===== src/logic/hpb_pkg.sv =====
// Package for the host port block: constants, states and carrier structs.
package hpb_pkg;
    // Width of a memory word and of the DMA address.
    localparam int WORD_W = 16;
    localparam int ADDR_W = 16;
    // Address bits decoded from the wide host address bus.
    localparam int WIDE_ADDR_W = 15;
    // Register select codes of the narrow port.
    localparam logic [1:0] SEL_CTRL = 2'h0;
    localparam logic [1:0] SEL_DATA_INC = 2'h1;
    localparam logic [1:0] SEL_ADDR = 2'h2;
    localparam logic [1:0] SEL_DATA_FIX = 2'h3;
    // Field positions inside the control register.
    localparam int CTRL_CORE_INT_BIT = 0;
    localparam int CTRL_HOST_INT_BIT = 1;
    // Reset values.
    localparam logic [WORD_W-1:0] ADDR_RESET = 16'h0000;
    localparam logic KEEPER_RESET = 1'b0;
    // Entries in the buffer in front of the DMA bus.
    localparam int BUF_DEPTH = 2;
    // One request toward the DMA bus.
    typedef struct packed {
        logic we;
        logic [ADDR_W-1:0] addr;
        logic [WORD_W-1:0] wdata;
    } hpb_dma_req_t;
    // Host access sequencer states.
    typedef enum logic [1:0] {
        HPB_IDLE,
        HPB_PUSH,
        HPB_WAIT,
        HPB_DONE
    } hpb_state_t;
endpackage


===== src/logic/hpb_top.sv =====
// Host port block: narrow and wide host access to on-chip memory over DMA.
module hpb_top #(
    parameter int DEPTH = hpb_pkg::BUF_DEPTH
) (
    input wire logic clk,
    input wire logic rst,
    input wire logic ce,
    input wire logic host_width_strap,
    input wire logic host_chip_select_n,
    input wire logic host_strobe_one_n,
    input wire logic host_strobe_two_n,
    input wire logic host_read_write,
    input wire logic [1:0] host_register_select,
    input wire logic byte_half_select,
    input wire logic [hpb_pkg::ADDR_W-1:0] host_address_bus,
    input wire logic [hpb_pkg::WORD_W-1:0] host_data_in,
    output logic [hpb_pkg::WORD_W-1:0] host_data_out,
    output logic host_data_oe,
    output logic host_ready_out,
    output logic host_int_n,
    output logic keeper_on,
    output hpb_pkg::hpb_dma_req_t dma_req,
    output logic dma_valid,
    input wire logic dma_ready,
    input wire logic rd_valid,
    input wire logic [hpb_pkg::WORD_W-1:0] rd_data,
    input wire logic core_req,
    input wire logic [hpb_pkg::ADDR_W-1:0] core_addr,
    output logic core_stall,
    input wire logic core_ctrl_wr,
    input wire logic [hpb_pkg::WORD_W-1:0] core_ctrl_wdata,
    output logic [hpb_pkg::WORD_W-1:0] core_ctrl_rd,
    output logic core_event,
    input wire logic core_keeper_wr,
    input wire logic core_keeper_val
);
    import hpb_pkg::*;

    // The shifting buffer below is written for exactly two entries.
    if (DEPTH != 2) begin : g_bad_depth
        $error("hpb_top: DEPTH must be 2");
    end

    hpb_state_t state_r; // Access sequencer state.
    logic wide_r; // Port width taken from the strap during reset.
    logic act_r; // Host strobe seen active last cycle.
    logic [WORD_W-1:0] addr_r; // Host address register.
    logic [7:0] hi_byte_r; // First byte half of a narrow write.
    logic core_int_r; // Host to core interrupt pending.
    logic host_int_r; // Core to host interrupt pending.
    logic keeper_bit_r; // Keeper control bit.
    logic is_read_r; // Current access is a read.
    logic inc_r; // Current access increments the address.
    hpb_dma_req_t cur_r; // Request being handed to the buffer.
    hpb_dma_req_t ent_r [DEPTH]; // Buffer entries; entry 0 is the head.
    logic [DEPTH-1:0] vld_r; // Valid flags of the buffer entries.
    logic act; // Strobe active in this cycle.
    logic start; // First cycle of a host access.
    logic push; // Sequencer hands a request to the buffer.
    logic pop; // DMA bus takes the head entry.

    // Access begins when the chip is selected and either strobe is low.
    assign act = !host_chip_select_n && !(host_strobe_one_n && host_strobe_two_n);
    assign start = act && !act_r && !rst;
    assign push = state_r == HPB_PUSH && !vld_r[DEPTH-1];
    assign pop = vld_r[0] && dma_ready;

    // Decode a narrow data select; used for both reads and writes.
    function automatic logic is_data_sel(input logic [1:0] sel);
        return sel == SEL_DATA_INC || sel == SEL_DATA_FIX;
    endfunction

    // Control register image as both sides see it.
    function automatic logic [WORD_W-1:0] ctrl_image(input logic ci, input logic hi);
        logic [WORD_W-1:0] v;
        v = '0;
        v[CTRL_CORE_INT_BIT] = ci;
        v[CTRL_HOST_INT_BIT] = hi;
        return v;
    endfunction

    // Strap is caught while reset stands; the host may not access then.
    always_ff @(posedge clk) begin
        if (rst) begin
            wide_r <= host_width_strap;
            act_r <= 1'b0;
        end else if (ce) begin
            act_r <= act;
        end
    end

    // Sequencer: turns each wide access and each narrow data fetch or store into one buffered DMA request.
    always_ff @(posedge clk) begin
        if (rst) begin
            state_r <= HPB_IDLE;
            cur_r <= '0;
            is_read_r <= 1'b0;
            inc_r <= 1'b0;
            hi_byte_r <= 8'h00;
        end else if (ce) begin
            case (state_r)
                HPB_IDLE: begin
                    if (start && wide_r) begin
                        // Wide port: every access goes to memory.
                        cur_r.we <= !host_read_write;
                        cur_r.addr <= ADDR_W'(host_address_bus[WIDE_ADDR_W-1:0]);
                        cur_r.wdata <= host_data_in;
                        is_read_r <= host_read_write;
                        inc_r <= 1'b0;
                        state_r <= HPB_PUSH;
                    end else if (start && is_data_sel(host_register_select)) begin
                        // Narrow port: reads fetch on the first half, writes on the second.
                        if (host_read_write && !byte_half_select) begin
                            cur_r.we <= 1'b0;
                            cur_r.addr <= addr_r;
                            is_read_r <= 1'b1;
                            inc_r <= 1'b0;
                            state_r <= HPB_PUSH;
                        end else if (!host_read_write && !byte_half_select) begin
                            hi_byte_r <= host_data_in[7:0];
                            state_r <= HPB_DONE;
                        end else if (!host_read_write) begin
                            cur_r.we <= 1'b1;
                            cur_r.addr <= addr_r;
                            cur_r.wdata <= {hi_byte_r, host_data_in[7:0]};
                            is_read_r <= 1'b0;
                            inc_r <= host_register_select == SEL_DATA_INC;
                            state_r <= HPB_PUSH;
                        end else begin
                            // Second read half is served from the held word.
                            inc_r <= host_register_select == SEL_DATA_INC;
                            is_read_r <= 1'b0;
                            state_r <= HPB_DONE;
                        end
                    end else if (start) begin
                        state_r <= HPB_DONE;
                    end
                end
                HPB_PUSH: begin
                    // A full buffer keeps the host waiting, which is the back-pressure.
                    if (push) begin
                        state_r <= is_read_r ? HPB_WAIT : HPB_DONE;
                    end
                end
                HPB_WAIT: begin
                    if (rd_valid) begin
                        state_r <= HPB_DONE;
                    end
                end
                HPB_DONE: begin
                    if (!act) begin
                        state_r <= HPB_IDLE;
                        inc_r <= 1'b0;
                    end
                end
                default: state_r <= HPB_IDLE;
            endcase
        end
    end

    // Address register: written only by the narrow host, stepped after autoincrement data only.
    always_ff @(posedge clk) begin
        if (rst) begin
            addr_r <= ADDR_RESET;
        end else if (ce) begin
            if (start && !wide_r && host_register_select == SEL_ADDR && !host_read_write) begin
                if (byte_half_select) begin
                    addr_r[7:0] <= host_data_in[7:0];
                end else begin
                    addr_r[15:8] <= host_data_in[7:0];
                end
            end else if (state_r == HPB_DONE && !act && inc_r) begin
                addr_r <= addr_r + 16'h0001;
            end
        end
    end

    // Two-entry buffer; entry 0 always holds the head so outputs are flops.
    always_ff @(posedge clk) begin
        if (rst) begin
            vld_r <= '0;
            for (int i = 0; i < DEPTH; i++) begin
                ent_r[i] <= '0;
            end
        end else if (ce) begin
            if (pop) begin
                ent_r[0] <= ent_r[1];
                vld_r <= {1'b0, vld_r[DEPTH-1]};
            end
            if (push) begin
                // Land behind the surviving entries.
                if (!vld_r[0] || (pop && !vld_r[1])) begin
                    ent_r[0] <= cur_r;
                    vld_r[0] <= 1'b1;
                end else begin
                    ent_r[1] <= cur_r;
                    vld_r[1] <= 1'b1;
                end
            end
        end
    end
    assign dma_req = ent_r[0];
    assign dma_valid = vld_r[0];

    // Host data bus and ready; data holds its last value between reads.
    always_ff @(posedge clk) begin
        if (rst) begin
            host_data_out <= '0;
            host_data_oe <= 1'b0;
            host_ready_out <= 1'b1;
        end else if (ce) begin
            host_ready_out <= !(start || state_r == HPB_PUSH || state_r == HPB_WAIT);
            if (state_r == HPB_WAIT && rd_valid) begin
                host_data_out <= rd_data;
            end else if (start && !wide_r && host_read_write && byte_half_select
                         && is_data_sel(host_register_select)) begin
                // Only a data select serves the held word; other selects read registers.
                host_data_out <= {8'h00, host_data_out[WORD_W-1:8]};
            end else if (start && !wide_r && host_read_write
                         && host_register_select == SEL_CTRL) begin
                // The control image is read in halves, like the address register.
                host_data_out <= byte_half_select ? {8'h00, core_ctrl_rd[7:0]}
                                                  : {8'h00, core_ctrl_rd[15:8]};
            end else if (start && !wide_r && host_read_write
                         && host_register_select == SEL_ADDR) begin
                host_data_out <= byte_half_select ? {8'h00, addr_r[7:0]}
                                                  : {8'h00, addr_r[15:8]};
            end
            // Narrow word reads present the high half first.
            if (state_r == HPB_WAIT && rd_valid && !wide_r) begin
                host_data_out <= {rd_data[7:0], rd_data[15:8]};
            end
            host_data_oe <= act && host_read_write;
        end
    end

    logic host_ctrl_wr; // Narrow host writes the control register in this cycle.
    assign host_ctrl_wr = start && !wide_r && host_register_select == SEL_CTRL
                          && !host_read_write;

    // Control register: host and core both reach it, wide mode hides it.
    always_ff @(posedge clk) begin
        if (rst) begin
            core_int_r <= 1'b0;
            host_int_r <= 1'b0;
            core_event <= 1'b0;
        end else if (ce) begin
            core_event <= 1'b0;
            // Clears come first so that a set in the same cycle overrides them.
            if (core_ctrl_wr && core_ctrl_wdata[CTRL_CORE_INT_BIT]) begin
                core_int_r <= 1'b0;
            end
            if (host_ctrl_wr && host_data_in[CTRL_HOST_INT_BIT]) begin
                host_int_r <= 1'b0;
            end
            // A set never loses an event to a clear from the other side.
            if (host_ctrl_wr && host_data_in[CTRL_CORE_INT_BIT]) begin
                core_int_r <= 1'b1;
                core_event <= 1'b1;
            end
            if (core_ctrl_wr && core_ctrl_wdata[CTRL_HOST_INT_BIT] && !wide_r) begin
                host_int_r <= 1'b1;
            end
        end
    end
    assign host_int_n = !host_int_r;
    assign core_ctrl_rd = ctrl_image(core_int_r, host_int_r);

    // Keeper control and the clash between host DMA and the core.
    always_ff @(posedge clk) begin
        if (rst) begin
            keeper_bit_r <= KEEPER_RESET;
            core_stall <= 1'b0;
        end else if (ce) begin
            if (core_keeper_wr) begin
                keeper_bit_r <= core_keeper_val;
            end
            core_stall <= pop && core_req && core_addr == ent_r[0].addr;
        end
    end
    assign keeper_on = keeper_bit_r || wide_r;
endmodule


===== config.mk =====
export PLATFORM = sky130hd
export DESIGN_NAME = hpb_top
export DESIGN_NICKNAME = d
export VERILOG_FILES = /design/src/logic/hpb_pkg.sv /design/src/logic/hpb_top.sv
export SDC_FILE = /design/constraint.sdc
export NUM_CORES = 1
export LEC_CHECK = 0
export BUFFER_PORTS_ARGS = -buffer_cell sky130_fd_sc_hd__buf_2
export CORE_ASPECT_RATIO = 1.2
export CORE_MARGIN = 8
export CORE_UTILIZATION = 55
export CTS_CLUSTER_DIAMETER = 200
export DETAILED_ROUTE_END_ITERATION = 10
export GPL_ROUTABILITY_DRIVEN = 0
export PLACE_DENSITY_LB_ADDON = 0.08
export SLEW_MARGIN = 10
export SYNTH_ARGS = -nofsm -noshare
export SYNTH_HDL_FRONTEND = slang
export SYNTH_SLANG_ARGS = --single-unit

===== constraint.sdc =====
create_clock -name clk -period 3.37 [get_ports clk]
set_input_delay 0.337 -clock clk [delete_from_list [all_inputs] [get_ports clk]]
set_output_delay 0.337 -clock clk [all_outputs]
set_load 0.03 [all_outputs]

## Word-level counts from Yosys, hierarchy flattened

Memory sizes are Yosys's and may differ from the RTL's.
Cells that the tools add are included.

| cells by class | value |
|---|---|
| multiplexer cells | 66 |
| reductions and logical operators | 70 |
| bitwise operators | 5 |
| equality and inequality tests | 20 |
| add/sub/neg operators | 1 |

Operators with widths:

| cell | count |
|---|---|
| $mux 33 | 7 |
| $mux 16 | 8 |
| $logic_and 1x1->1 | 33 |
| $mux 1 | 33 |
| $mux 2 | 12 |
| $mux 8 | 3 |
| $mux 17 | 1 |
| $add 16x1->16 const B | 1 |
| $eq 16x16->1 | 1 |
| $reduce_and 5->1 | 3 |
| $ne 2x2->1 const B | 7 |
| $logic_not 1->1 | 12 |
| $reduce_and 6->1 | 2 |
| $reduce_bool 2->1 | 5 |
| $eq 2x2->1 const B | 4 |
| $ne 4x4->1 const B | 2 |
| $pmux 2 s4 | 1 |
| $reduce_and 2->1 | 4 |
| $ne 3x3->1 const B | 2 |
| $reduce_and 3->1 | 2 |
| $logic_or 1x1->1 | 5 |
| $reduce_bool 5->1 | 1 |
| $eq 2x1->1 const B | 2 |
| $logic_not 2->1 | 2 |
| 6 further kinds | 9 |

| word-level totals | value |
|---|---|
| word-level logic and storage cells | 183 |
| bits in writable memories | 66 |
| register bits | 88 |
| bits of input ports | 97 |
| output and inout bits | 72 |
| memories kept | 1 |

Memories:

| name | words | bits a word | rd ports | clocked after Yosys merged registers in | write ports | RTL line | RTL |
|---|---|---|---|---|---|---|---|
| ent_r | 2 | 33 | 2 | 0 | 2 | hpb_top.sv:55 | `hpb_dma_req_t ent_r [DEPTH];` |

## Logic depth before layout (Yosys ltp)

| logic depth | value |
|---|---|
| word-level depth | 13 |
| mapped depth | 9 |
| mapped depth without buffers | 7 |

## Worst setup path after synthesis

Ideal clock, no wire load.

| path | value |
|---|---|
| path kind | register to register |
| from | reg state_r[1] |
| to | mem ent_r[0][0] (netlist name) (enable) |
| required time | 2.979 ns |
| library setup time | 0.391 ns |
| clock period less this slack | 2.376 ns |
| arrival | 1.985 ns |
| setup slack | 0.994 ns |
| buffers on the path | 0 |
| cell stages (with the launch flop) | 6 |
| cell sequence | dfxtp_1 inv_1 ha_1 nand2_1 nor3_1 or3_1 |

RTL lines:

| what | RTL line | RTL |
|---|---|---|
| start, declared | hpb_top.sv:44 | `hpb_state_t state_r;` |
| start signal, assigned | hpb_top.sv:142 | `state_r <= is_read_r ? HPB_WAIT : HPB_DONE;` |
| end, declared | hpb_top.sv:55 |  |

==> summary.md <==
### Power
* 338 µV — worst supply voltage drop on vdd
* 481 nW/µm² — cell area power density
* 0.00341 µW — cell leakage power

### Clock network
* done — CTS tree
* 2 — worst-case clock buffer depth
* 0 — number of gates given a new drive strength after cts
* 0 — number of buffers inserted by post-CTS setup repair
* 0.44 ns — later-pin clock latency in the skew report
* 154 — total number of clock tree sinks
* clkbuf_16 — master cell of the clock root buffer
* 0.06 ns — clock input transition at the sequential cells of the worst setup and hold paths
* 0 — Hold Buf Count CTS
* 4 — H-tree Lvls
* 17 — number of buffers created by CTS

### Synth
* 154 — number of register bits inferred by synthesis
* 0 — ys async rst share
* 852 — Post-Synthesis Cells
* 0.0473 — mux cell area share after synthesis
* 0.159 — complex-gate fraction of the synthesized area
* 7850 µm² — post-synthesis cell area
* 0.0178 — post-synthesis xor/xnor area fraction
* 67 — number of enable flip-flop cells after synthesis
* 0 — Warnings, synthesis
* 0.0112 — Adder-Cell Fraction of Synth Area
* 0.478 — share of synthesized area occupied by flip-flops and latches
* dfxtp_1 — most used flip-flop cell after synthesis
* 64 — count of distinct cell types in the synthesized netlist
* simple AND/OR/NAND/NOR gates — combinational family with the most area after synthesis
* 9.22 µm² — average size of a mapped cell
* 0.201 — Post-Synth Simple-Gate Area

### Worst setup path
* 34 — worst-path fanout max
* 3 — number of buffers and inverters on the critical path
* nand2_1 — slowest library cell on the worst path
* inv_1, ha_1, inv_1, o21ai_1, buf_4, nand2_1, a21oi_1 — chain of cells forming the critical path
* 2.80 ns — Worst Path Arrival
* simple AND/OR/NAND/NOR gates — cell family with the largest share of critical-path delay
* register to register — kind of critical path
* register — CP Capture Type
* inv_1 — Top cell by count, worst path
* 0.66 ns — Worst path max stage delay
* register — startpoint class of the critical path
* 3.61 ns — data required time at the worst endpoint

### Floorplan
* 14200 µm² — core outline area
* 0.554 — initial cell density of the core
* 18400 µm² — die area
* 125 µm — width of the die
* 169 — Top-Level Pins
* 147 µm — DIE HEIGHT
* 48 — row count

### Layout
* 0.221 — layout cells sized above 1
* 0 — ant diodes
* 1118 — non-filler instance count after layout
* 144 x nand2_1, 139 x buf_2, 87 x dfxtp_1 — most used cells in the layout excluding fill and tap cells
* nand2_1 — most frequent standard cell in the layout excluding fill and tap cells
* 8860 µm² — Finished Cell Area
* 12.8% — growth of design area from synthesis to finish
* 1237 — fill cell count
* 1034 — Final Net Count

### STA
* 1.05 ns — Slew @ Worst Pin
* 0 — final setup violation count
* 0.761 — fin crit share
* 0 ns — setup TNS
* 0.00804 ns — Clock Skew
* 0 — number of hold violations in the final report
* 0.301 — Relative slew margins
* no — unrepaired setup endpoints after global routing
* 2.56 ns — final critical path time including I/O delays and setup
* 390 MHz — top achievable clock speed
* 0 — max-slew violations

### Global routing
* 57 — maximum number of pins on one net before global-route repair
* 6492 — number of global-route vias before repair
* 0.219 — All-Layer GR Usage
* 32.8 mm — global-route wire length before repair
* 0 — aggregate global routing overflow
* 0 — number of antenna violations at the first check in global routing

### Place
* 8310 µm² — area after detailed placement
* 1086 — cell count after placement
* 14.2 mm — half-perimeter wire length after placement
* 139 — # port buffers

### Route
* 17.9 µm — average wire per cell in the routed design
* 0 — DRC errors left
* 5.83 — Avg Vias per Cell
* 6521 — overall via count from detail_route
* 5 — Initial DRT Pass Iterations
* 20.0 mm — wirelength, routed
* 0 — number of nets with antenna violations after detailed routing
* 609 — detailed router's first-iteration violation count

### Min path
* input port to register — Hold Crit Class

### Run
* 0 — reported max-cap violation count

### Status
* complete, no violations — outcome

-- registers in the layout (all words and copies together) (netlist names) --
signal,cells
addr_r,16
core_int_r,1
cur_r,33
wide_r,1
keeper_bit_r,1
act_r,1
state_r,2
host_ready_out,1
host_int_r,1
host_data_oe,1
ent_r,66
core_event,1
inc_r,1
hi_byte_r,8
core_stall,1
vld_r,2
is_read_r,1
host_data_out,16
-- final cells by class --
type,count,area [µm²],share of cell area
Clock buffer,22,444,0.0501
Clock inverter,10,105,0.0119
Inverter,13,48.8,0.00551
Multi-Input combinational cell,591,3490,0.394
Sequential cell,154,3750,0.424
Tap cell,175,219,0.0247
Timing Repair Buffer,153,801,0.0904
-- per-stage QoR --
stage / total power [µW] / util / setup WS, ns / hold slack, ns
2_1_floorplan: 2380 / - / 0.994 / 0.432
3_3_place_gp: 2490 / 0.586 / 0.809 / 0.437
3_5_place_dp: 2500 / 0.586 / 0.755 / 0.450
4_1_cts: 4280 / 0.625 / 0.805 / 0.0719
5_1_grt: 4400 / 0.625 / 0.555 / 0.0774
6_report: 4260 / 0.625 / 0.806 / 0.0804
-- where the power goes --
part / leakage [µW] / total (µW) / switching [µW] / internal [µW]
clock: 0.000259 / 1800 / 726 / 1080
sequential: 0.00139 / 2030 / 31.4 / 2000
combinational: 0.00175 / 429 / 294 / 136
-- path summary, 6_finish.rpt --
check                                 startpoint           end  slack [ns]  cells past startpoint
worst min-delay path            host_width_strap        wide_r        0.08                      1
worst min register to register      keeper_bit_r  keeper_bit_r        0.45                      2
worst max register to register        state_r[1]  ent_r[0][21]        0.81                      7
worst max-delay path                  state_r[1]  ent_r[0][21]        0.81                      7
-- worst register-to-register path, cell delays in order, from the launching register on --
cell and delay, ns:
dfxtp_1 0.35, inv_1 0.09, ha_1 0.29, inv_1 0.10
o21ai_1 0.13, buf_4 0.32, nand2_1 0.67, a21oi_1 0.42
-- cell usage after synthesis, types with 5 or more instances --
library cell | n | area share
nand2_1 | 144 | 0.069
mux2i_1 | 27 | 0.034
nor3_1 | 16 | 0.010
a31oi_1 | 7 | 0.0056
o21ai_0 | 22 | 0.014
nor2_1 | 59 | 0.028
xnor2_1 | 14 | 0.016
nand4_1 | 9 | 0.0072
buf_2 | 11 | 0.0070
nand2b_1 | 6 | 0.0048
buf_1 | 5 | 0.0024
dfxtp_1 | 87 | 0.22
inv_1 | 13 | 0.0062
o31ai_1 | 5 | 0.0048
nand3_1 | 38 | 0.024
ha_1 | 7 | 0.011
and3_1 | 36 | 0.029
buf_4 | 50 | 0.048
edfxtp_1 | 67 | 0.26
a21oi_1 | 70 | 0.045
clkbuf_1 | 39 | 0.019
nor2b_1 | 5 | 0.0040
mux2_2 | 9 | 0.013
a311oi_1 | 30 | 0.033
-- logic make-up (layout without fill, tap and decap cells) --
logic type	count (synthesis)	in the layout
AND/OR/NAND/NOR	339	339
AO/OA/AOI/OAI	179	179
flip-flops	154	154
buffers and inverters	120	198
multiplexers	36	36
XOR/XNOR	16	16
adder cells (fa/ha/maj)	7	7
other	1	14
-- routing by layer --
| layer | vias up | global-route usage | share of wire |
|---|---|---|---|
| li1 | 3173 | - | - |
| met1 | 3042 | 0.261 | 0.42 |
| met2 | 265 | 0.365 | 0.49 |
| met3 | 41 | 0.0620 | 0.068 |
| met4 | 0 | 0.0866 | 0.023 |
| met5 | - | 0 | 0 |
Power figures use the tool's default switching activity.
